### config.mk
export PLATFORM = sky130hd
export DESIGN_NAME = fr_updown_trim
export DESIGN_NICKNAME = d
export VERILOG_FILES = /design/src/logic/fr_ramp.v /design/src/logic/fr_updown_trim.v
export VERILOG_INCLUDE_DIRS = /design/src /design/src/pkg
export SDC_FILE = /design/constraint.sdc
export NUM_CORES = 1
export LEC_CHECK = 0
export ABC_CLOCK_PERIOD_IN_PS = 14740
export BUFFER_PORTS_ARGS = -buffer_cell sky130_fd_sc_hd__buf_2
export CORE_AREA = 2 2 230 345
export DETAILED_ROUTE_END_ITERATION = 6
export DIE_AREA = 0 0 232 347
export PLACE_DENSITY_LB_ADDON = 0.1
export SLEW_MARGIN = 20
export SYNTH_ARGS = -nofsm -noshare
export SYNTH_HDL_FRONTEND = slang
export SYNTH_SLANG_ARGS = --single-unit
### constraint.sdc
create_clock -name mclk_in -period 14.74 [get_ports mclk_in]
set_input_delay 2.948 -clock mclk_in [delete_from_list [all_inputs] [get_ports mclk_in]]
set_output_delay 2.948 -clock mclk_in [all_outputs]
set_load 0.02 [all_outputs]
### src/pkg/fr_defines.vh
/*
 Constants of the frequency reference raise/lower/trim block: register
 byte offsets, reset values, limits, function codes and bit positions.
 Assumes inclusion by bare name from the design files.
*/
`ifndef FR_DEFINES_VH
`define FR_DEFINES_VH

// Register byte offsets
`define FR_ADR_CTRL 8'h00
`define FR_ADR_UPPER 8'h04
`define FR_ADR_LOWER 8'h08
`define FR_ADR_MLOWER 8'h0c
`define FR_ADR_TRIM 8'h10
`define FR_ADR_ACCEL 8'h14
`define FR_ADR_DECEL 8'h18
`define FR_ADR_STATUS 8'h1c
`define FR_ADR_FREQ 8'h20
`define FR_ADR_STORED 8'h24
`define FR_ADR_FSEL_BASE 8'h40
`define FR_ADR_FSEL_END 8'h68

// Widths and counts
`define FR_PCT_W 11
`define FR_NUM_TERM 10
`define FR_TERM_IDX_W 4

// Reset values, limits in units of 0.1 percent of maximum output frequency, trim in percent
`define FR_RST_UPPER 11'h3e8
`define FR_RST_LOWER 11'h000
`define FR_RST_MLOWER 11'h000
`define FR_RST_TRIM 7'h0a
`define FR_RST_PERIOD 16'h0100
`define FR_RST_FSEL 8'h00
`define FR_RST_RETAIN 1'b0
`define FR_RST_RUNSRC 2'h1

// Setting ranges
`define FR_PCT_MAX 11'h44c
`define FR_TRIM_MAX 7'h64
`define FR_TRIM_SCALE 11'h00a

// Multi-function input codes
`define FR_FN_HOLD 8'h0a
`define FR_FN_UP 8'h10
`define FR_FN_DOWN 8'h11
`define FR_FN_TINC 8'h1c
`define FR_FN_TDEC 8'h1d

// Control register fields
`define FR_CTRL_RETAIN 0
`define FR_CTRL_RUNSRC_LO 1
`define FR_CTRL_RUNSRC_HI 2

// Status register fields
`define FR_ST_ERR 0
`define FR_ST_RUN 1
`define FR_ST_AGREE 2
`define FR_ST_UD 3
`define FR_ST_HOLD 4

`endif

### src/logic/fr_ramp.v
/*
 Ramp generator: moves the output frequency one step toward the target
 each time the accel or decel period has elapsed.
 Assumes one clock, synchronous active high reset.
*/
`timescale 1ns/1ps
`include "fr_defines.vh"

module fr_ramp (
    input wire mclk_in,
    input wire rst_in,
    input wire [`FR_PCT_W-1:0] target_in,
    input wire hold_in,
    input wire load_in,
    input wire [`FR_PCT_W-1:0] load_val_in,
    input wire [15:0] accel_period_in,
    input wire [15:0] decel_period_in,
    output reg [`FR_PCT_W-1:0] freq_out,
    output wire ramping_out
);

    reg [15:0] cnt;
    wire go_up;
    wire go_dn;
    wire [15:0] period;
    wire step_now;

    assign go_up = target_in > freq_out;
    assign go_dn = target_in < freq_out;
    assign period = go_up ? accel_period_in : decel_period_in;
    assign step_now = (cnt + 16'h0001) >= period;
    assign ramping_out = (go_up | go_dn) & ~hold_in;

    always @(posedge mclk_in) begin
        if (rst_in) begin
            freq_out <= {`FR_PCT_W{1'b0}};
            cnt <= 16'h0000;
        end else if (load_in) begin
            freq_out <= load_val_in;
            cnt <= 16'h0000;
        end else if (hold_in || !(go_up || go_dn)) begin
            cnt <= 16'h0000;
        end else if (step_now) begin
            cnt <= 16'h0000;
            if (go_up) begin
                freq_out <= freq_out + 11'h001;
            end else begin
                freq_out <= freq_out - 11'h001;
            end
        end else begin
            cnt <= cnt + 16'h0001;
        end
    end

endmodule

### src/logic/fr_updown_trim.v
/*
 Frequency reference modifier driven by multi-function contact inputs:
 ramp hold with retention, raise/lower with limits, trim increase and
 decrease, configuration error check, classic Wishbone register slave.
 Assumes terminal and run inputs synchronous to mclk_in, and external
 non-volatile storage that presents its word on nv_data_in at reset.
*/
`timescale 1ns/1ps
`include "fr_defines.vh"

// What this block does
// Ramp hold input on freezes ramping at present frequency; off resumes.
// Retention set to 1 keeps the held frequency in non-volatile storage.
// Operator gives run with ramp hold on to resume at retained frequency.
// Retention 0 and run with ramp hold on forces output to zero.
// Function code 10 is raise, code 11 is lower.
// Raise and lower must be assigned to two separate terminals as a pair.
// Raising and lowering follow the configured accel and decel rates.
// Run source should be the control terminals when raise/lower is used; run_src is only stored, never checked, and run always comes from run_in.
// Only one of raise or lower assigned flags the configuration error.
// Raise/lower together with ramp hold assigned flags the error.
// Upper limit 0.0 to 110.0 percent, default 100.0, locked while running.
// Raise/lower frequency is clamped between upper and effective lower limit.
// Effective lower limit is max of analog input and two lower settings.
// Run with raise/lower active accelerates up to the effective lower limit.
// Multi-step speed selection is ignored while raise/lower is in use.
// Retention stores raise/lower reference; run after power-up returns to it.
// Raise or lower turning on during run resets the stored value to zero; the code does so only with retention set to 1.
// Frequency agree is on while running and not accelerating or decelerating.
// Code 1C is trim increase, 1D trim decrease; both assigned together.
// Trim amount 0 to 100 percent, default 10, locked while running.
// Trim increase alone adds, decrease alone subtracts, else unchanged.
// Raise and lower both or neither hold; one alone ramps up or down.
module fr_updown_trim (
    input wire mclk_in,
    input wire rst_in,
    input wire wb_cyc_in,
    input wire wb_stb_in,
    input wire wb_we_in,
    input wire [7:0] wb_adr_in,
    input wire [3:0] wb_sel_in,
    input wire [31:0] wb_dat_in,
    output reg [31:0] wb_dat_out,
    output reg wb_ack_out,
    input wire [`FR_NUM_TERM-1:0] term_in,
    input wire run_in,
    input wire [`FR_PCT_W-1:0] analog_ref_in,
    input wire [`FR_PCT_W-1:0] multistep_ref_in,
    input wire multistep_sel_in,
    input wire [`FR_PCT_W-1:0] nv_data_in,
    output wire [`FR_PCT_W-1:0] freq_out,
    output reg agree_out,
    output reg config_error_out,
    output reg [`FR_PCT_W-1:0] nv_data_out,
    output reg nv_write_out
);

    ////////////////////////////////////////////////////////////////////////
    // Helpers
    function [31:0] fr_merge;
        input [31:0] old_val;
        input [31:0] new_val;
        input [3:0] sel;
        integer b;
        begin
            fr_merge = old_val;
            for (b = 0; b < 4; b = b + 1) begin
                if (sel[b]) begin
                    fr_merge[b*8 +: 8] = new_val[b*8 +: 8];
                end
            end
        end
    endfunction

    function [`FR_PCT_W-1:0] fr_max;
        input [`FR_PCT_W-1:0] a;
        input [`FR_PCT_W-1:0] b;
        begin
            fr_max = (a > b) ? a : b;
        end
    endfunction

    function [`FR_PCT_W-1:0] fr_clamp;
        input [`FR_PCT_W-1:0] v;
        input [`FR_PCT_W-1:0] lo;
        input [`FR_PCT_W-1:0] hi;
        begin
            fr_clamp = (v < lo) ? lo : v;
            if (fr_clamp > hi) begin
                fr_clamp = hi;
            end
        end
    endfunction

    function fr_alone;
        input a;
        input b;
        begin
            fr_alone = a & ~b;
        end
    endfunction

    ////////////////////////////////////////////////////////////////////////
    // Registers
    reg retain;
    reg [1:0] run_src;
    reg [`FR_PCT_W-1:0] upper;
    reg [`FR_PCT_W-1:0] lower;
    reg [`FR_PCT_W-1:0] mlower;
    reg [6:0] trim_amt;
    reg [15:0] accel_period;
    reg [15:0] decel_period;
    reg [7:0] func_sel [0:`FR_NUM_TERM-1];
    reg [`FR_PCT_W-1:0] stored;
    reg nv_loaded;
    reg [`FR_PCT_W-1:0] ud_ref;
    reg ud_moving;
    reg run_q;
    reg up_q;
    reg down_q;
    reg [31:0] rd_data;

    wire [`FR_NUM_TERM-1:0] m_up;
    wire [`FR_NUM_TERM-1:0] m_down;
    wire [`FR_NUM_TERM-1:0] m_hold;
    wire [`FR_NUM_TERM-1:0] m_tinc;
    wire [`FR_NUM_TERM-1:0] m_tdec;

    genvar gi;
    generate
        for (gi = 0; gi < `FR_NUM_TERM; gi = gi + 1) begin : g_term
            assign m_up[gi] = func_sel[gi] == `FR_FN_UP;
            assign m_down[gi] = func_sel[gi] == `FR_FN_DOWN;
            assign m_hold[gi] = func_sel[gi] == `FR_FN_HOLD;
            assign m_tinc[gi] = func_sel[gi] == `FR_FN_TINC;
            assign m_tdec[gi] = func_sel[gi] == `FR_FN_TDEC;
        end
    endgenerate

    ////////////////////////////////////////////////////////////////////////
    // Mode decode and error check
    wire up_asg = |m_up;
    wire down_asg = |m_down;
    wire hold_asg = |m_hold;
    wire tinc_asg = |m_tinc;
    wire tdec_asg = |m_tdec;
    wire up_on = |(m_up & term_in);
    wire down_on = |(m_down & term_in);
    wire hold_on = |(m_hold & term_in);
    wire tinc_on = |(m_tinc & term_in);
    wire tdec_on = |(m_tdec & term_in);

    wire err_pair = up_asg ^ down_asg;
    wire err_mix = (up_asg | down_asg) & hold_asg;
    wire err_trim = tinc_asg ^ tdec_asg;
    wire cfg_err = err_pair | err_mix | err_trim;

    wire mode_ud = up_asg & down_asg;
    wire mode_hold = hold_asg & ~mode_ud;
    wire run_ok = run_in & ~cfg_err;
    wire run_rise = run_ok & ~run_q;
    wire up_alone = fr_alone(up_on, down_on);
    wire down_alone = fr_alone(down_on, up_on);
    wire ud_rise = (up_on & ~up_q) | (down_on & ~down_q);
    wire ramping;
    wire busy = run_ok | (freq_out != {`FR_PCT_W{1'b0}});

    ////////////////////////////////////////////////////////////////////////
    // Reference path
    wire [`FR_PCT_W-1:0] lower_eff;
    assign lower_eff = fr_max(analog_ref_in, fr_max(lower, mlower));

    wire [`FR_PCT_W-1:0] trim_scaled = trim_amt * `FR_TRIM_SCALE;
    wire [`FR_PCT_W-1:0] base_ref = multistep_sel_in ? multistep_ref_in :
                                    analog_ref_in;
    wire [11:0] trim_sum = {1'b0, base_ref} + {1'b0, trim_scaled};
    reg [`FR_PCT_W-1:0] trimmed;
    reg [`FR_PCT_W-1:0] target;

    always @* begin
        trimmed = base_ref;
        if (fr_alone(tinc_on, tdec_on)) begin
            trimmed = trim_sum[11] ? `FR_PCT_MAX : trim_sum[10:0];
        end else if (fr_alone(tdec_on, tinc_on)) begin
            trimmed = (base_ref > trim_scaled) ?
                      base_ref - trim_scaled : {`FR_PCT_W{1'b0}};
        end
    end

    always @* begin
        if (!run_ok) begin
            target = {`FR_PCT_W{1'b0}};
        end else if (mode_ud) begin
            target = fr_clamp(ud_ref, lower_eff, upper);
        end else begin
            target = fr_clamp(trimmed, lower, upper);
        end
    end

    wire do_load = run_rise & mode_hold & hold_on;
    wire [`FR_PCT_W-1:0] load_val = retain ? stored :
                                    {`FR_PCT_W{1'b0}};

    fr_ramp u_ramp (
        .mclk_in(mclk_in),
        .rst_in(rst_in),
        .target_in(target),
        .hold_in(mode_hold & hold_on),
        .load_in(do_load),
        .load_val_in(load_val),
        .accel_period_in(accel_period),
        .decel_period_in(decel_period),
        .freq_out(freq_out),
        .ramping_out(ramping)
    );

    ////////////////////////////////////////////////////////////////////////
    // Raise/lower reference, retention and status
    always @(posedge mclk_in) begin
        if (rst_in) begin
            ud_ref <= {`FR_PCT_W{1'b0}};
            ud_moving <= 1'b0;
            run_q <= 1'b0;
            up_q <= 1'b0;
            down_q <= 1'b0;
            agree_out <= 1'b0;
            config_error_out <= 1'b0;
        end else begin
            run_q <= run_ok;
            up_q <= up_on;
            down_q <= down_on;
            agree_out <= run_ok & ~ramping;
            config_error_out <= cfg_err;
            ud_moving <= run_ok & (up_alone | down_alone);
            if (run_rise) begin
                ud_ref <= retain ? fr_max(stored, lower_eff) :
                          lower_eff;
            end else if (run_ok && up_alone) begin
                ud_ref <= upper;
            end else if (run_ok && down_alone) begin
                ud_ref <= lower_eff;
            end else if (ud_moving) begin
                ud_ref <= freq_out;
            end
        end
    end

    always @(posedge mclk_in) begin
        if (rst_in) begin
            stored <= {`FR_PCT_W{1'b0}};
            nv_loaded <= 1'b0;
            nv_data_out <= {`FR_PCT_W{1'b0}};
            nv_write_out <= 1'b0;
        end else begin
            nv_write_out <= 1'b0;
            nv_data_out <= stored;
            if (!nv_loaded) begin
                stored <= nv_data_in;
                nv_loaded <= 1'b1;
            end else if (retain && mode_ud && run_ok && ud_rise) begin
                stored <= {`FR_PCT_W{1'b0}};
                nv_write_out <= 1'b1;
            end else if (retain && run_ok && !do_load &&
                         ((mode_hold && hold_on) ||
                          (mode_ud && !up_alone && !down_alone)) &&
                         stored != freq_out && !ramping) begin
                stored <= freq_out;
                nv_write_out <= 1'b1;
            end
        end
    end

    ////////////////////////////////////////////////////////////////////////
    // Wishbone slave
    wire bus_req = wb_cyc_in & wb_stb_in & ~wb_ack_out;
    wire bus_wr = bus_req & wb_we_in;
    wire fsel_hit = (wb_adr_in >= `FR_ADR_FSEL_BASE) &&
                    (wb_adr_in < `FR_ADR_FSEL_END);
    wire [7:0] fsel_off = wb_adr_in - `FR_ADR_FSEL_BASE;
    wire [`FR_TERM_IDX_W-1:0] fsel_idx = fsel_off[5:2];

    always @* begin
        rd_data = 32'h0000_0000;
        if (wb_adr_in == `FR_ADR_CTRL) begin
            rd_data[`FR_CTRL_RETAIN] = retain;
            rd_data[`FR_CTRL_RUNSRC_HI:`FR_CTRL_RUNSRC_LO] = run_src;
        end else if (wb_adr_in == `FR_ADR_UPPER) begin
            rd_data[`FR_PCT_W-1:0] = upper;
        end else if (wb_adr_in == `FR_ADR_LOWER) begin
            rd_data[`FR_PCT_W-1:0] = lower;
        end else if (wb_adr_in == `FR_ADR_MLOWER) begin
            rd_data[`FR_PCT_W-1:0] = mlower;
        end else if (wb_adr_in == `FR_ADR_TRIM) begin
            rd_data[6:0] = trim_amt;
        end else if (wb_adr_in == `FR_ADR_ACCEL) begin
            rd_data[15:0] = accel_period;
        end else if (wb_adr_in == `FR_ADR_DECEL) begin
            rd_data[15:0] = decel_period;
        end else if (wb_adr_in == `FR_ADR_STATUS) begin
            rd_data[`FR_ST_ERR] = cfg_err;
            rd_data[`FR_ST_RUN] = run_ok;
            rd_data[`FR_ST_AGREE] = agree_out;
            rd_data[`FR_ST_UD] = mode_ud;
            rd_data[`FR_ST_HOLD] = mode_hold;
        end else if (wb_adr_in == `FR_ADR_FREQ) begin
            rd_data[`FR_PCT_W-1:0] = freq_out;
        end else if (wb_adr_in == `FR_ADR_STORED) begin
            rd_data[`FR_PCT_W-1:0] = stored;
        end else if (fsel_hit) begin
            rd_data[7:0] = func_sel[fsel_idx];
        end
    end

    wire [31:0] wmerge = fr_merge(rd_data, wb_dat_in, wb_sel_in);

    integer k;
    always @(posedge mclk_in) begin
        if (rst_in) begin
            wb_ack_out <= 1'b0;
            wb_dat_out <= 32'h0000_0000;
            retain <= `FR_RST_RETAIN;
            run_src <= `FR_RST_RUNSRC;
            upper <= `FR_RST_UPPER;
            lower <= `FR_RST_LOWER;
            mlower <= `FR_RST_MLOWER;
            trim_amt <= `FR_RST_TRIM;
            accel_period <= `FR_RST_PERIOD;
            decel_period <= `FR_RST_PERIOD;
            for (k = 0; k < `FR_NUM_TERM; k = k + 1) begin
                func_sel[k] <= `FR_RST_FSEL;
            end
        end else begin
            wb_ack_out <= bus_req;
            if (bus_req && !wb_we_in) begin
                wb_dat_out <= rd_data;
            end
            if (bus_wr && !busy) begin
                if (wb_adr_in == `FR_ADR_CTRL) begin
                    retain <= wmerge[`FR_CTRL_RETAIN];
                    run_src <= wmerge[`FR_CTRL_RUNSRC_HI:`FR_CTRL_RUNSRC_LO];
                end else if (wb_adr_in == `FR_ADR_UPPER &&
                             wmerge[31:0] <= {21'h0, `FR_PCT_MAX}) begin
                    upper <= wmerge[`FR_PCT_W-1:0];
                end else if (wb_adr_in == `FR_ADR_LOWER &&
                             wmerge[31:0] <= {21'h0, `FR_PCT_MAX}) begin
                    lower <= wmerge[`FR_PCT_W-1:0];
                end else if (wb_adr_in == `FR_ADR_MLOWER &&
                             wmerge[31:0] <= {21'h0, `FR_PCT_MAX}) begin
                    mlower <= wmerge[`FR_PCT_W-1:0];
                end else if (wb_adr_in == `FR_ADR_TRIM &&
                             wmerge[31:0] <= {25'h0, `FR_TRIM_MAX}) begin
                    trim_amt <= wmerge[6:0];
                end else if (fsel_hit) begin
                    func_sel[fsel_idx] <= wmerge[7:0];
                end
            end
            if (bus_wr) begin
                if (wb_adr_in == `FR_ADR_ACCEL) begin
                    accel_period <= wmerge[15:0];
                end else if (wb_adr_in == `FR_ADR_DECEL) begin
                    decel_period <= wmerge[15:0];
                end
            end
        end
    end

endmodule

==> summary.log, run 1 <==
[power_and_ir_drop] Final Total Pwr 2.006 mW
[run] Max Cap Viol 0
[sta] Hold Fails Final Rpt 0
[sta] slew at the pin with the worst max-slew slack 1.045 ns
[power_and_ir_drop] clock share of power 40.0%
[power_and_ir_drop] worst ir drop on vdd 94.11 uV
[synthesis] Post-synth EDFFs 100
[place] dpl ws 0.4145 ns
[power_and_ir_drop] Seq pwr share 39.2%
[route] total vias in the final route 17,820
[sta] Final Max Slew Viols 0
[place] IO Port Bufs 135
[global_route] initial antenna violation count 7
[clock_network] cts repair resizes 0
[clock_network] Clock Pin Slew Worst Setup and Hold Paths 0.06 ns
[floorplan] horizontal extent of the die 232 um
[sta] setup violators final 0
[setup_path] Setup crit start kind input port
[clock_network] source-to-sink clock delay at the later pin of the worst-skew pair 0.62 ns
[setup_path] CP max-delay cell sky130_fd_sc_hd__mux2i_1
[power_and_ir_drop] Sw Share 30.88%
[global_route] maximum number of pins on one net before global-route repair 57
[sta] Max Freq 72.85 MHz
[synthesis] Post-synth ARST share 0%
[clock_network] number of hold buffers added after cts 0
[sta] minimum setup slack in the final design 1.013 ns
[place] post-DP HPWL 69,950 um
[final_layout] number of nets in the final layout 2,555
[setup_path] endpoint type of the worst setup path flip-flop
[setup_path] delay of the slowest critical-path stage 0.60 ns
[clock_network] Num Clock Sinks 260
[route] wirelength, routed 88,520 um
[route] Final ANT Viol Nets 0
[sta] unrepaired setup endpoints after global routing false
[global_route] first-pass GRT wire length 126,000 um
[clock_network] TritonCTS Buffers 30
[final_layout] area growth from synthesis to layout 14.54%
[synthesis] number of distinct library cells after synthesis 107
[final_layout] core occupancy in the finished layout 28.43%
[route] detailed-routing iteration count for the pre-antenna-repair pass 6
[route] first-iteration detailed-routing DRC count 1,160
[setup_path] start of the worst register-to-register path mlower[8]
[worst_hold_path] worst hold-check path type reg -> reg
[route] number of DRC violations after detailed routing 0
[clock_network] number of buffers on the longest clock path 3
[route] routed wirelength normalized by instance count 26.39 um
[final_layout] most frequent cells in the layout 227 x sky130_fd_sc_hd__nor2_1, 216 x sky130_fd_sc_hd__nand2_1, 160 x sky130_fd_sc_hd__dfxtp_1
[worst_hold_path] number of cells on the worst hold path 2
[global_route] Overall Global Routing Usage 21.47%
[power_and_ir_drop] switching power summed over all nets 0.6193 mW
[floorplan] row count 125
[floorplan] floorplan die area 0.08050 mm2
[setup_path] maximum fanout count along the critical path 17
[sta] TNS Setup 0 ns
[setup_path] CP most frequent cell sky130_fd_sc_hd__o21ai_0
[power_and_ir_drop] leakage power total 8.480 nW
[power_and_ir_drop] power density over the cells 91.14 mW/mm2
[synthesis] synth warn 0
[setup_path] data required time at the worst endpoint 15.27 ns
[synthesis] number of register bits inferred by synthesis 260
[synthesis] Avg Inst Size Synth 8.737 um2
[setup_path] endpoint arrival time on the critical path 14.25 ns
[worst_hold_path] Min-Delay Endpoint wb_dat_out[10]
[sta] worst setup skew after layout 0.03406 ns
[synthesis] proportion of synthesized chip area in sequential cells 32.30%
[final_layout] fraction of final layout cells with drive strength greater than 1 14.56%
[power_and_ir_drop] internal power contribution 1.386 mW
[synthesis] Post-Synthesis Cells 2,199
[synthesis] post-synthesis instance area 0.01921 mm2
[clock_network] root buffer cell sky130_fd_sc_hd__clkbuf_16
[setup_path] category of the most critical setup path in -> reg
[floorplan] die height 347 um
[worst_hold_path] startpoint of the lowest-slack hold path wb_dat_out[10]
[clock_network] buffer count from post-CTS setup fixing 0
[sta] Tmin final 13.73 ns
[sta] Max transition margin 29.68%
[setup_path] Worst R2R End u_ramp.freq_out[3]
[floorplan] number of top-level pins 152
[sta] ratio of final minimum period to clock period 93.13%
[final_layout] FILL cells 8,301
[route] post-DR vias/cell 5.312
[floorplan] initial standard-cell utilization of the core 24.82%
[global_route] grt ovf 0
[clock_network] CTS tree done
[floorplan] core footprint 0.07742 mm2
[power_and_ir_drop] combinational group share of total power 20.8%
[place] weighted congestion at the end of routability-driven global placement 0.9294
[outcome] status completed
[synthesis] Most used DFF post-synth sky130_fd_sc_hd__dfxtp_1
[setup_path] depth of the most critical reg-to-reg path 60
[clock_network] htree depth 1
[global_route] number of global-route vias before repair 17,980
[setup_path] internal reg-to-reg setup slack 1.76 ns
[final_layout] most common library cell in the layout ignoring fill and taps sky130_fd_sc_hd__nor2_1
[power by group through the flow]
stage / Clock [mW] / Combinational (mW) / Sequential, mW
after global routing: 0.847 / 0.452 / 0.789
after global placement: 0 / 0.413 / 0.803
final: 0.802 / 0.416 / 0.787
after floorplan: 0 / 0.275 / 0.795
after CTS: 0.830 / 0.417 / 0.787
after detailed placement: 0 / 0.415 / 0.803
[sequential cells by signal, indices dropped and copies added, names as in the netlist]
signal	flops
accel_period	16
agree_out	1
config_error_out	1
decel_period	16
down_q	1
func_sel	100
lower	11
mlower	11
nv_data_out	11
nv_loaded	1
nv_write_out	1
retain	1
run_q	1
run_src	2
stored	11
trim_amt	7
u_ramp.cnt	16
u_ramp.freq_out	11
ud_moving	1
ud_ref	11
up_q	1
upper	11
wb_ack_out	1
wb_dat_out	16
[critical path: cells and delay by family]
family / cells / cell delay, ns
buf+inv: 3 / 0.48
simple gates: 10 / 1.49
compound gates: 31 / 5.88
mux: 4 / 1.72
fa+ha+maj: 6 / 1.71
[layer usage]
| layer | vias to the layer above | track usage, % | share of wire, % |
|---|---|---|---|
| li1 | 8325 | - | - |
| met1 | 8726 | 23.03 | 37 |
| met2 | 549 | 39.99 | 52 |
| met3 | 209 | 2.267 | 4.0 |
| met4 | 8 | 12.83 | 6.8 |
| met5 | - | 0 | 0.069 |
[kinds of logic (layout without fill, tap and decap cells)]
kind of cell / count (synthesis) / in the layout / share of synthesized area, %
compound gates: 534 / 534 / 19.34
other cells: 1 / 39 / 0.01952
xor+xnor: 49 / 49 / 2.234
buf+inv: 251 / 352 / 5.718
flops: 260 / 260 / 32.30
mux: 147 / 147 / 9.071
simple gates: 807 / 807 / 21.39
fa+ha+maj: 150 / 150 / 9.924
[synth_stat cells, types with 51 or more instances]
library cell	instances	area share, %
sky130_fd_sc_hd__nand2_1	216	4.2
sky130_fd_sc_hd__edfxtp_1	100	16
sky130_fd_sc_hd__o21ai_0	74	1.9
sky130_fd_sc_hd__a21oi_1	129	3.4
sky130_fd_sc_hd__dfxtp_1	160	17
sky130_fd_sc_hd__mux2i_1	92	4.8
sky130_fd_sc_hd__nor3_1	60	1.6
sky130_fd_sc_hd__inv_1	122	2.4
sky130_fd_sc_hd__nor2_1	228	4.5
sky130_fd_sc_hd__ha_1	146	9.5
sky130_fd_sc_hd__clkbuf_1	72	1.4
sky130_fd_sc_hd__nor2b_1	51	1.7
[stage by stage]
stage	hold slack (ns)	instance area, um2	std cells
after floorplan	0.4391	19340	2234
after global placement	0.4401	20960	3295
after detailed placement	0.4456	20960	3295
after CTS	0.4554	22000	3351
after global routing	0.4914	22000	3351
final	0.4525	22010	3354
[how the worst max path moves through the flow]
| stage | start | end | slack [ns] | depth (start not counted) |
|---|---|---|---|---|
| 3_5_place_dp | multistep_sel_in | u_ramp.freq_out[3] | 0.41 | 54 |
| 2_1_floorplan | multistep_sel_in | u_ramp.freq_out[10] | 1.30 | 53 |
| 5_1_grt | multistep_sel_in | u_ramp.freq_out[7] | 0.09 | 54 |
| 4_1_cts | multistep_sel_in | u_ramp.freq_out[3] | 1.08 | 54 |
| 3_3_place_gp | multistep_sel_in | u_ramp.freq_out[4] | 0.50 | 54 |
| 6_report | multistep_sel_in | u_ramp.freq_out[3] | 1.01 | 54 |
[final cells by class]
class	count	area, um2	share of cell area (%)
Tap cell	1016	1271	5.777
Inverter	123	461.7	2.098
Multi-Input combinational cell	1723	12050	54.77
Sequential cell	260	6206	28.20
Timing Repair Buffer	173	965.9	4.389
Clock inverter	15	165.2	0.7505
Antenna cell	3	7.507	0.03411
Clock buffer	41	875.8	3.980
(Power assumes the default switching activity.)
==> run 2: changes to the inputs <==
--- a/config.mk
+++ b/config.mk
@@ -9,6 +9,7 @@
 export ABC_CLOCK_PERIOD_IN_PS = 14740
 export BUFFER_PORTS_ARGS = -buffer_cell sky130_fd_sc_hd__buf_2
 export CORE_AREA = 2 2 230 345
+export CTS_BUF_LIST = sky130_fd_sc_hd__clkbuf_8
 export DETAILED_ROUTE_END_ITERATION = 6
 export DIE_AREA = 0 0 232 347
 export PLACE_DENSITY_LB_ADDON = 0.1
==> run 2 against run 1 <==
  * Die area unchanged
  * Final area down 0.31%
  * Combinational power about the same
  * Largest cell class unchanged
  * Register-to-register slack worse by 0.04 ns
==> summary.log, run 2 (same netlist as run 1, synthesis figures left out) <==
[final_layout] fraction of final layout cells with drive strength greater than 1 15.04%
[setup_path] critical path buffer and inverter count 3
[clock_network] source-to-sink clock delay at the later pin of the worst-skew pair 0.66 ns
[power_and_ir_drop] leakage power total 8.514 nW
[power_and_ir_drop] Seq pwr share 40.5%
[setup_path] Largest delay share family, worst path compound AO/OA/AOI/OAI gates
[sta] minimum setup slack in the final design 1.015 ns
[global_route] maximum number of pins on one net before global-route repair 57
[floorplan] horizontal extent of the die 232 um
[power_and_ir_drop] switching power summed over all nets 0.6216 mW
[sta] worst setup skew after layout 0.03623 ns
[final_layout] multi-input gate area in the final layout 0.01205 mm2
[final_layout] most frequent cells in the layout 227 x sky130_fd_sc_hd__nor2_1, 216 x sky130_fd_sc_hd__nand2_1, 160 x sky130_fd_sc_hd__dfxtp_1
[clock_network] number of buffers on the longest clock path 3
[route] routed wirelength normalized by instance count 26.30 um
[final_layout] most common library cell in the layout ignoring fill and taps sky130_fd_sc_hd__nor2_1
[route] wirelength, routed 88,930 um
[sta] ratio of final minimum period to clock period 93.11%
[sta] Hold Fails Final Rpt 0
[sta] setup violators final 0
[global_route] grt ovf 0
[final_layout] FILL cells 8,313
[sta] Max Freq 72.86 MHz
[final_layout] area growth from synthesis to layout 14.18%
[floorplan] row count 125
[place] post-DP HPWL 69,950 um
[final_layout] FF+latch area 0.006206 mm2
[route] total vias in the final route 17,980
[place] IO Port Bufs 135
[setup_path] maximum fanout count along the critical path 17
[outcome] status completed
[power_and_ir_drop] power density over the cells 88.57 mW/mm2
[global_route] Overall Global Routing Usage 21.62%
[setup_path] data required time at the worst endpoint 15.31 ns
[place] dpl ws 0.4145 ns
[final_layout] max reg flops 100
[clock_network] number of hold buffers added after cts 0
[final_layout] register name with the most flops func_sel
[route] detailed-routing iteration count for the pre-antenna-repair pass 6
[global_route] first-pass GRT wire length 126,500 um
[power_and_ir_drop] worst ir drop on vdd 67.11 uV
[setup_path] internal reg-to-reg setup slack 1.72 ns
[sta] Final Max Slew Viols 0
[sta] Max transition margin 28.97%
[clock_network] CTS tree done
[route] first-iteration detailed-routing DRC count 1,293
[final_layout] number of nets in the final layout 2,572
[route] number of DRC violations after detailed routing 0
[place] weighted congestion at the end of routability-driven global placement 0.9294
[clock_network] htree depth 2
[power_and_ir_drop] clock share of power 38.0%
[clock_network] buffer count from post-CTS setup fixing 0
[power_and_ir_drop] internal power contribution 1.321 mW
[clock_network] root buffer cell sky130_fd_sc_hd__clkbuf_8
[sta] final worst hold slack 0.4508 ns
[sta] Tmin final 13.73 ns
[sta] slew at the pin with the worst max-slew slack 1.056 ns
[floorplan] core footprint 0.07742 mm2
[clock_network] Num Clock Sinks 260
[setup_path] category of the most critical setup path in -> reg
[setup_path] CP max-delay cell sky130_fd_sc_hd__mux2i_1
[clock_network] Clock Pin Slew Worst Setup and Hold Paths 0.06 ns
[floorplan] number of top-level pins 152
[place] DP Area 0.02096 mm2
[clock_network] cts repair resizes 0
[power_and_ir_drop] Final Total Pwr 1.943 mW
[power_and_ir_drop] combinational group share of total power 21.5%
[sta] unrepaired setup endpoints after global routing false
[setup_path] CP most frequent cell sky130_fd_sc_hd__o21ai_0
[setup_path] delay of the slowest critical-path stage 0.60 ns
[sta] TNS Setup 0 ns
[global_route] initial antenna violation count 8
[route] Final ANT Viol Nets 0
[setup_path] endpoint arrival time on the critical path 14.29 ns
[final_layout] fin area 0.02194 mm2
[global_route] number of global-route vias before repair 18,100
[worst_hold_path] worst hold-check path type reg -> reg
[floorplan] floorplan die area 0.08050 mm2
[power_and_ir_drop] Sw Share 31.99%
[run] Max Cap Viol 0
[setup_path] endpoint type of the worst setup path flip-flop
[floorplan] initial standard-cell utilization of the core 24.82%
[clock_network] TritonCTS Buffers 47
[route] post-DR vias/cell 5.318
[setup_path] Setup crit start kind input port
[floorplan] die height 347 um
## run 2: cell count changes in the layout (fill, tap and decap cells not counted), sizes merged
cell,before,now
bufinv,3,4
clkinv,8,12
clkinvlp,3,1
clkbuf,41,54
inv,124,134
diode,3,4
## run 2: final timing paths
path | startpoint | to | cells past startpoint
setup reg to reg | mlower[8] | u_ramp.freq_out[3] | 60
hold reg to reg | wb_dat_out[10] | wb_dat_out[10] | 2
hold / removal | wb_dat_out[10] | wb_dat_out[10] | 2
setup / recovery | multistep_sel_in | u_ramp.freq_out[3] | 54
## run 2: cell type report
cell class              instances  area share (%)
repair buffers                173           4.403
flip-flops and latches        260           28.29
inverters                     123           2.105
multi-input cells            1723           54.94
diodes                          4         0.04563
clock inverters                28           1.032
clock buffers                  54           3.388
well taps                    1016           5.795
## run 2: worst reg2reg max path, delay by kind of cell (launching register included)
kind                     cells  cell delay (ns)
AO/OA/AOI/OAI               35             6.23
multiplexers                 4             1.81
AND/OR/NAND/NOR             10             1.75
adder cells (fa/ha/maj)      6             1.70
buffers and inverters        5             0.90
flip-flops                   1             0.55
## run 2: layer usage
layer,global-route usage (%),routed length [um],vias up
met3,2.792,3742,217
met1,23.09,33070,8780
li1,-,-,8361
met4,13.02,5986,8
met2,39.98,46070,613
met5,0,57,-
## run 2: stage by stage
| stage | instances | util [%] |
|---|---|---|
| final | 3381 | 28.34 |
| after global placement | 3295 | 27.07 |
| after global routing | 3378 | 28.33 |
| after detailed placement | 3295 | 27.07 |
| after floorplan | 2234 | - |
| after CTS | 3377 | 28.32 |
## run 2: power by group through the flow
stage               Sequential [mW]  Clock, mW  Combinational [mW]
finish                        0.787      0.738               0.418
global route                  0.789      0.788               0.452
CTS                           0.787      0.764               0.417
detailed placement            0.803          0               0.415
global placement              0.803          0               0.413
floorplan                     0.795          0               0.275
==> run 3: changes to the inputs <==
--- a/config.mk
+++ b/config.mk
@@ -8,10 +8,10 @@
 export LEC_CHECK = 0
 export ABC_CLOCK_PERIOD_IN_PS = 14740
 export BUFFER_PORTS_ARGS = -buffer_cell sky130_fd_sc_hd__buf_2
-export CORE_AREA = 2 2 230 345
+export CORE_AREA = 2 2 281 283
 export CTS_BUF_LIST = sky130_fd_sc_hd__clkbuf_8
 export DETAILED_ROUTE_END_ITERATION = 6
-export DIE_AREA = 0 0 232 347
+export DIE_AREA = 0 0 283 285
 export PLACE_DENSITY_LB_ADDON = 0.1
 export SLEW_MARGIN = 20
 export SYNTH_ARGS = -nofsm -noshare
==> run 3 against run 2 <==
  * Clock skew is 0.0011 ns higher
  * Critical path type unchanged
  * Total power increased by 1.7%
  * Final area increased by 0.67%
  * Flip-flop and latch count unchanged
  * Largest cell class unchanged
  * Largest power group unchanged
  * Fmax is 0.18% higher
==> summary.log, run 3 (same netlist as run 1, synthesis figures left out) <==
[outcome] status completed
[power_and_ir_drop] clock share of power 39.0%
[final_layout] number of nets in the final layout 2,580
[sta] slew at the pin with the worst max-slew slack 1.075 ns
[clock_network] htree depth 2
[sta] Final Max Slew Viols 0
[route] number of DRC violations after detailed routing 0
[floorplan] initial standard-cell utilization of the core 24.64%
[final_layout] FF+latch area 0.006206 mm2
[power_and_ir_drop] leakage power total 8.592 nW
[setup_path] Setup crit start kind input port
[final_layout] max reg flops 100
[worst_hold_path] worst hold-check path type reg -> reg
[setup_path] maximum fanout count along the critical path 17
[route] total vias in the final route 17,950
[setup_path] CP max-delay cell sky130_fd_sc_hd__mux2i_1
[final_layout] fin area 0.02208 mm2
[route] Final ANT Viol Nets 0
[power_and_ir_drop] internal power contribution 1.333 mW
[clock_network] source-to-sink clock delay at the later pin of the worst-skew pair 0.66 ns
[clock_network] cts repair resizes 0
[global_route] maximum number of pins on one net before global-route repair 77
[setup_path] data required time at the worst endpoint 15.31 ns
[sta] worst setup skew after layout 0.03735 ns
[setup_path] endpoint type of the worst setup path flip-flop
[power_and_ir_drop] combinational group share of total power 21.0%
[global_route] first-pass GRT wire length 124,200 um
[setup_path] category of the most critical setup path in -> reg
[route] routed wirelength normalized by instance count 24.88 um
[run] Max Cap Viol 0
[global_route] initial antenna violation count 3
[sta] Hold Fails Final Rpt 0
[setup_path] CP most frequent cell sky130_fd_sc_hd__o21ai_0
[clock_network] Num Clock Sinks 260
[sta] Max Freq 72.99 MHz
[sta] Tmin final 13.70 ns
[sta] ratio of final minimum period to clock period 92.95%
[power_and_ir_drop] switching power summed over all nets 0.6433 mW
[place] IO Port Bufs 135
[clock_network] root buffer cell sky130_fd_sc_hd__clkbuf_8
[final_layout] register name with the most flops func_sel
[setup_path] delay of the slowest critical-path stage 0.57 ns
[clock_network] Clock Pin Slew Worst Setup and Hold Paths 0.06 ns
[floorplan] die height 285 um
[floorplan] horizontal extent of the die 283 um
[route] detailed-routing iteration count for the pre-antenna-repair pass 7
[route] post-DR vias/cell 5.231
[floorplan] row count 103
[power_and_ir_drop] Seq pwr share 40.0%
[place] post-DP HPWL 65,410 um
[sta] unrepaired setup endpoints after global routing false
[final_layout] core occupancy in the finished layout 28.33%
[final_layout] multi-input gate area in the final layout 0.01206 mm2
[route] wirelength, routed 85,380 um
[floorplan] number of top-level pins 152
[final_layout] most frequent cells in the layout 228 x sky130_fd_sc_hd__nor2_1, 216 x sky130_fd_sc_hd__nand2_1, 160 x sky130_fd_sc_hd__dfxtp_1
[clock_network] number of buffers on the longest clock path 3
[sta] Max transition margin 28.20%
[clock_network] number of hold buffers added after cts 0
[sta] final worst hold slack 0.4560 ns
[floorplan] floorplan die area 0.08066 mm2
[floorplan] core footprint 0.07797 mm2
[final_layout] most common library cell in the layout ignoring fill and taps sky130_fd_sc_hd__nor2_1
[global_route] grt ovf 0
[clock_network] buffer count from post-CTS setup fixing 0
[route] first-iteration detailed-routing DRC count 1,144
[clock_network] CTS tree done
[clock_network] TritonCTS Buffers 53
[final_layout] fraction of final layout cells with drive strength greater than 1 15.34%
[power_and_ir_drop] power density over the cells 89.47 mW/mm2
[global_route] Overall Global Routing Usage 20.57%
[power_and_ir_drop] Sw Share 32.56%
[final_layout] FILL cells 8,421
[place] DP Area 0.02102 mm2
[sta] setup violators final 0
[place] weighted congestion at the end of routability-driven global placement 0.9355
[setup_path] endpoint arrival time on the critical path 14.27 ns
[global_route] number of global-route vias before repair 17,990
[power_and_ir_drop] worst ir drop on vdd 57.54 uV
[sta] TNS Setup 0 ns
[final_layout] area growth from synthesis to layout 14.95%
==> run 3: cell type report <==
type                    instances  area share, %
repair buffers                175          4.442
multi-input cells            1723          54.60
inverters                     123          2.091
flip-flops and latches        260          28.10
well taps                    1050          5.949
clock inverters                38          1.003
diodes                          1        0.01133
clock buffers                  61          3.801
==> run 3: per-layer routing <==
layer | GRT usage (%) | vias to the layer above | wire, um
li1 | - | 8389 | -
met5 | 0 | - | 33
met3 | 2.704 | 145 | 3625
met2 | 35.57 | 545 | 40820
met4 | 6.848 | 4 | 2883
met1 | 26.37 | 8863 | 38020
==> run 3: worst max-delay path: cells and delay by family <==
family | cells | cell delay [ns]
AOI/OAI and AO/OA | 30 | 5.52
adders and majority gates | 6 | 1.63
muxes | 4 | 1.53
buffers and inverters | 4 | 0.86
and+or+nand+nor | 12 | 1.77
==> run 3: worst paths after layout <==
check / from / to / slack, ns / cells past startpoint
hold reg to reg: wb_dat_out[10] / wb_dat_out[10] / 0.46 / 2
hold / removal: wb_dat_out[10] / wb_dat_out[10] / 0.46 / 2
setup / recovery: multistep_sel_in / u_ramp.freq_out[8] / 1.04 / 56
setup reg to reg: mlower[8] / u_ramp.freq_out[8] / 1.42 / 61
==> run 3: power by group through the flow <==
stage	Clock, mW	Combinational, mW	Sequential, mW
detailed placement	0	0.411	0.805
floorplan	0	0.275	0.795
CTS	0.796	0.413	0.791
global route	0.827	0.451	0.792
global placement	0	0.408	0.806
finish	0.771	0.415	0.790
==> run 3: per-stage QoR <==
stage | power, mW | setup WS, ns | cells
finish | 1.976 | 1.039 | 3431
global route | 2.069 | 0.2541 | 3431
CTS | 2.000 | 1.312 | 3430
detailed placement | 1.217 | 0.6061 | 3331
global placement | 1.214 | 0.8817 | 3331
floorplan | 1.070 | 1.301 | 2234
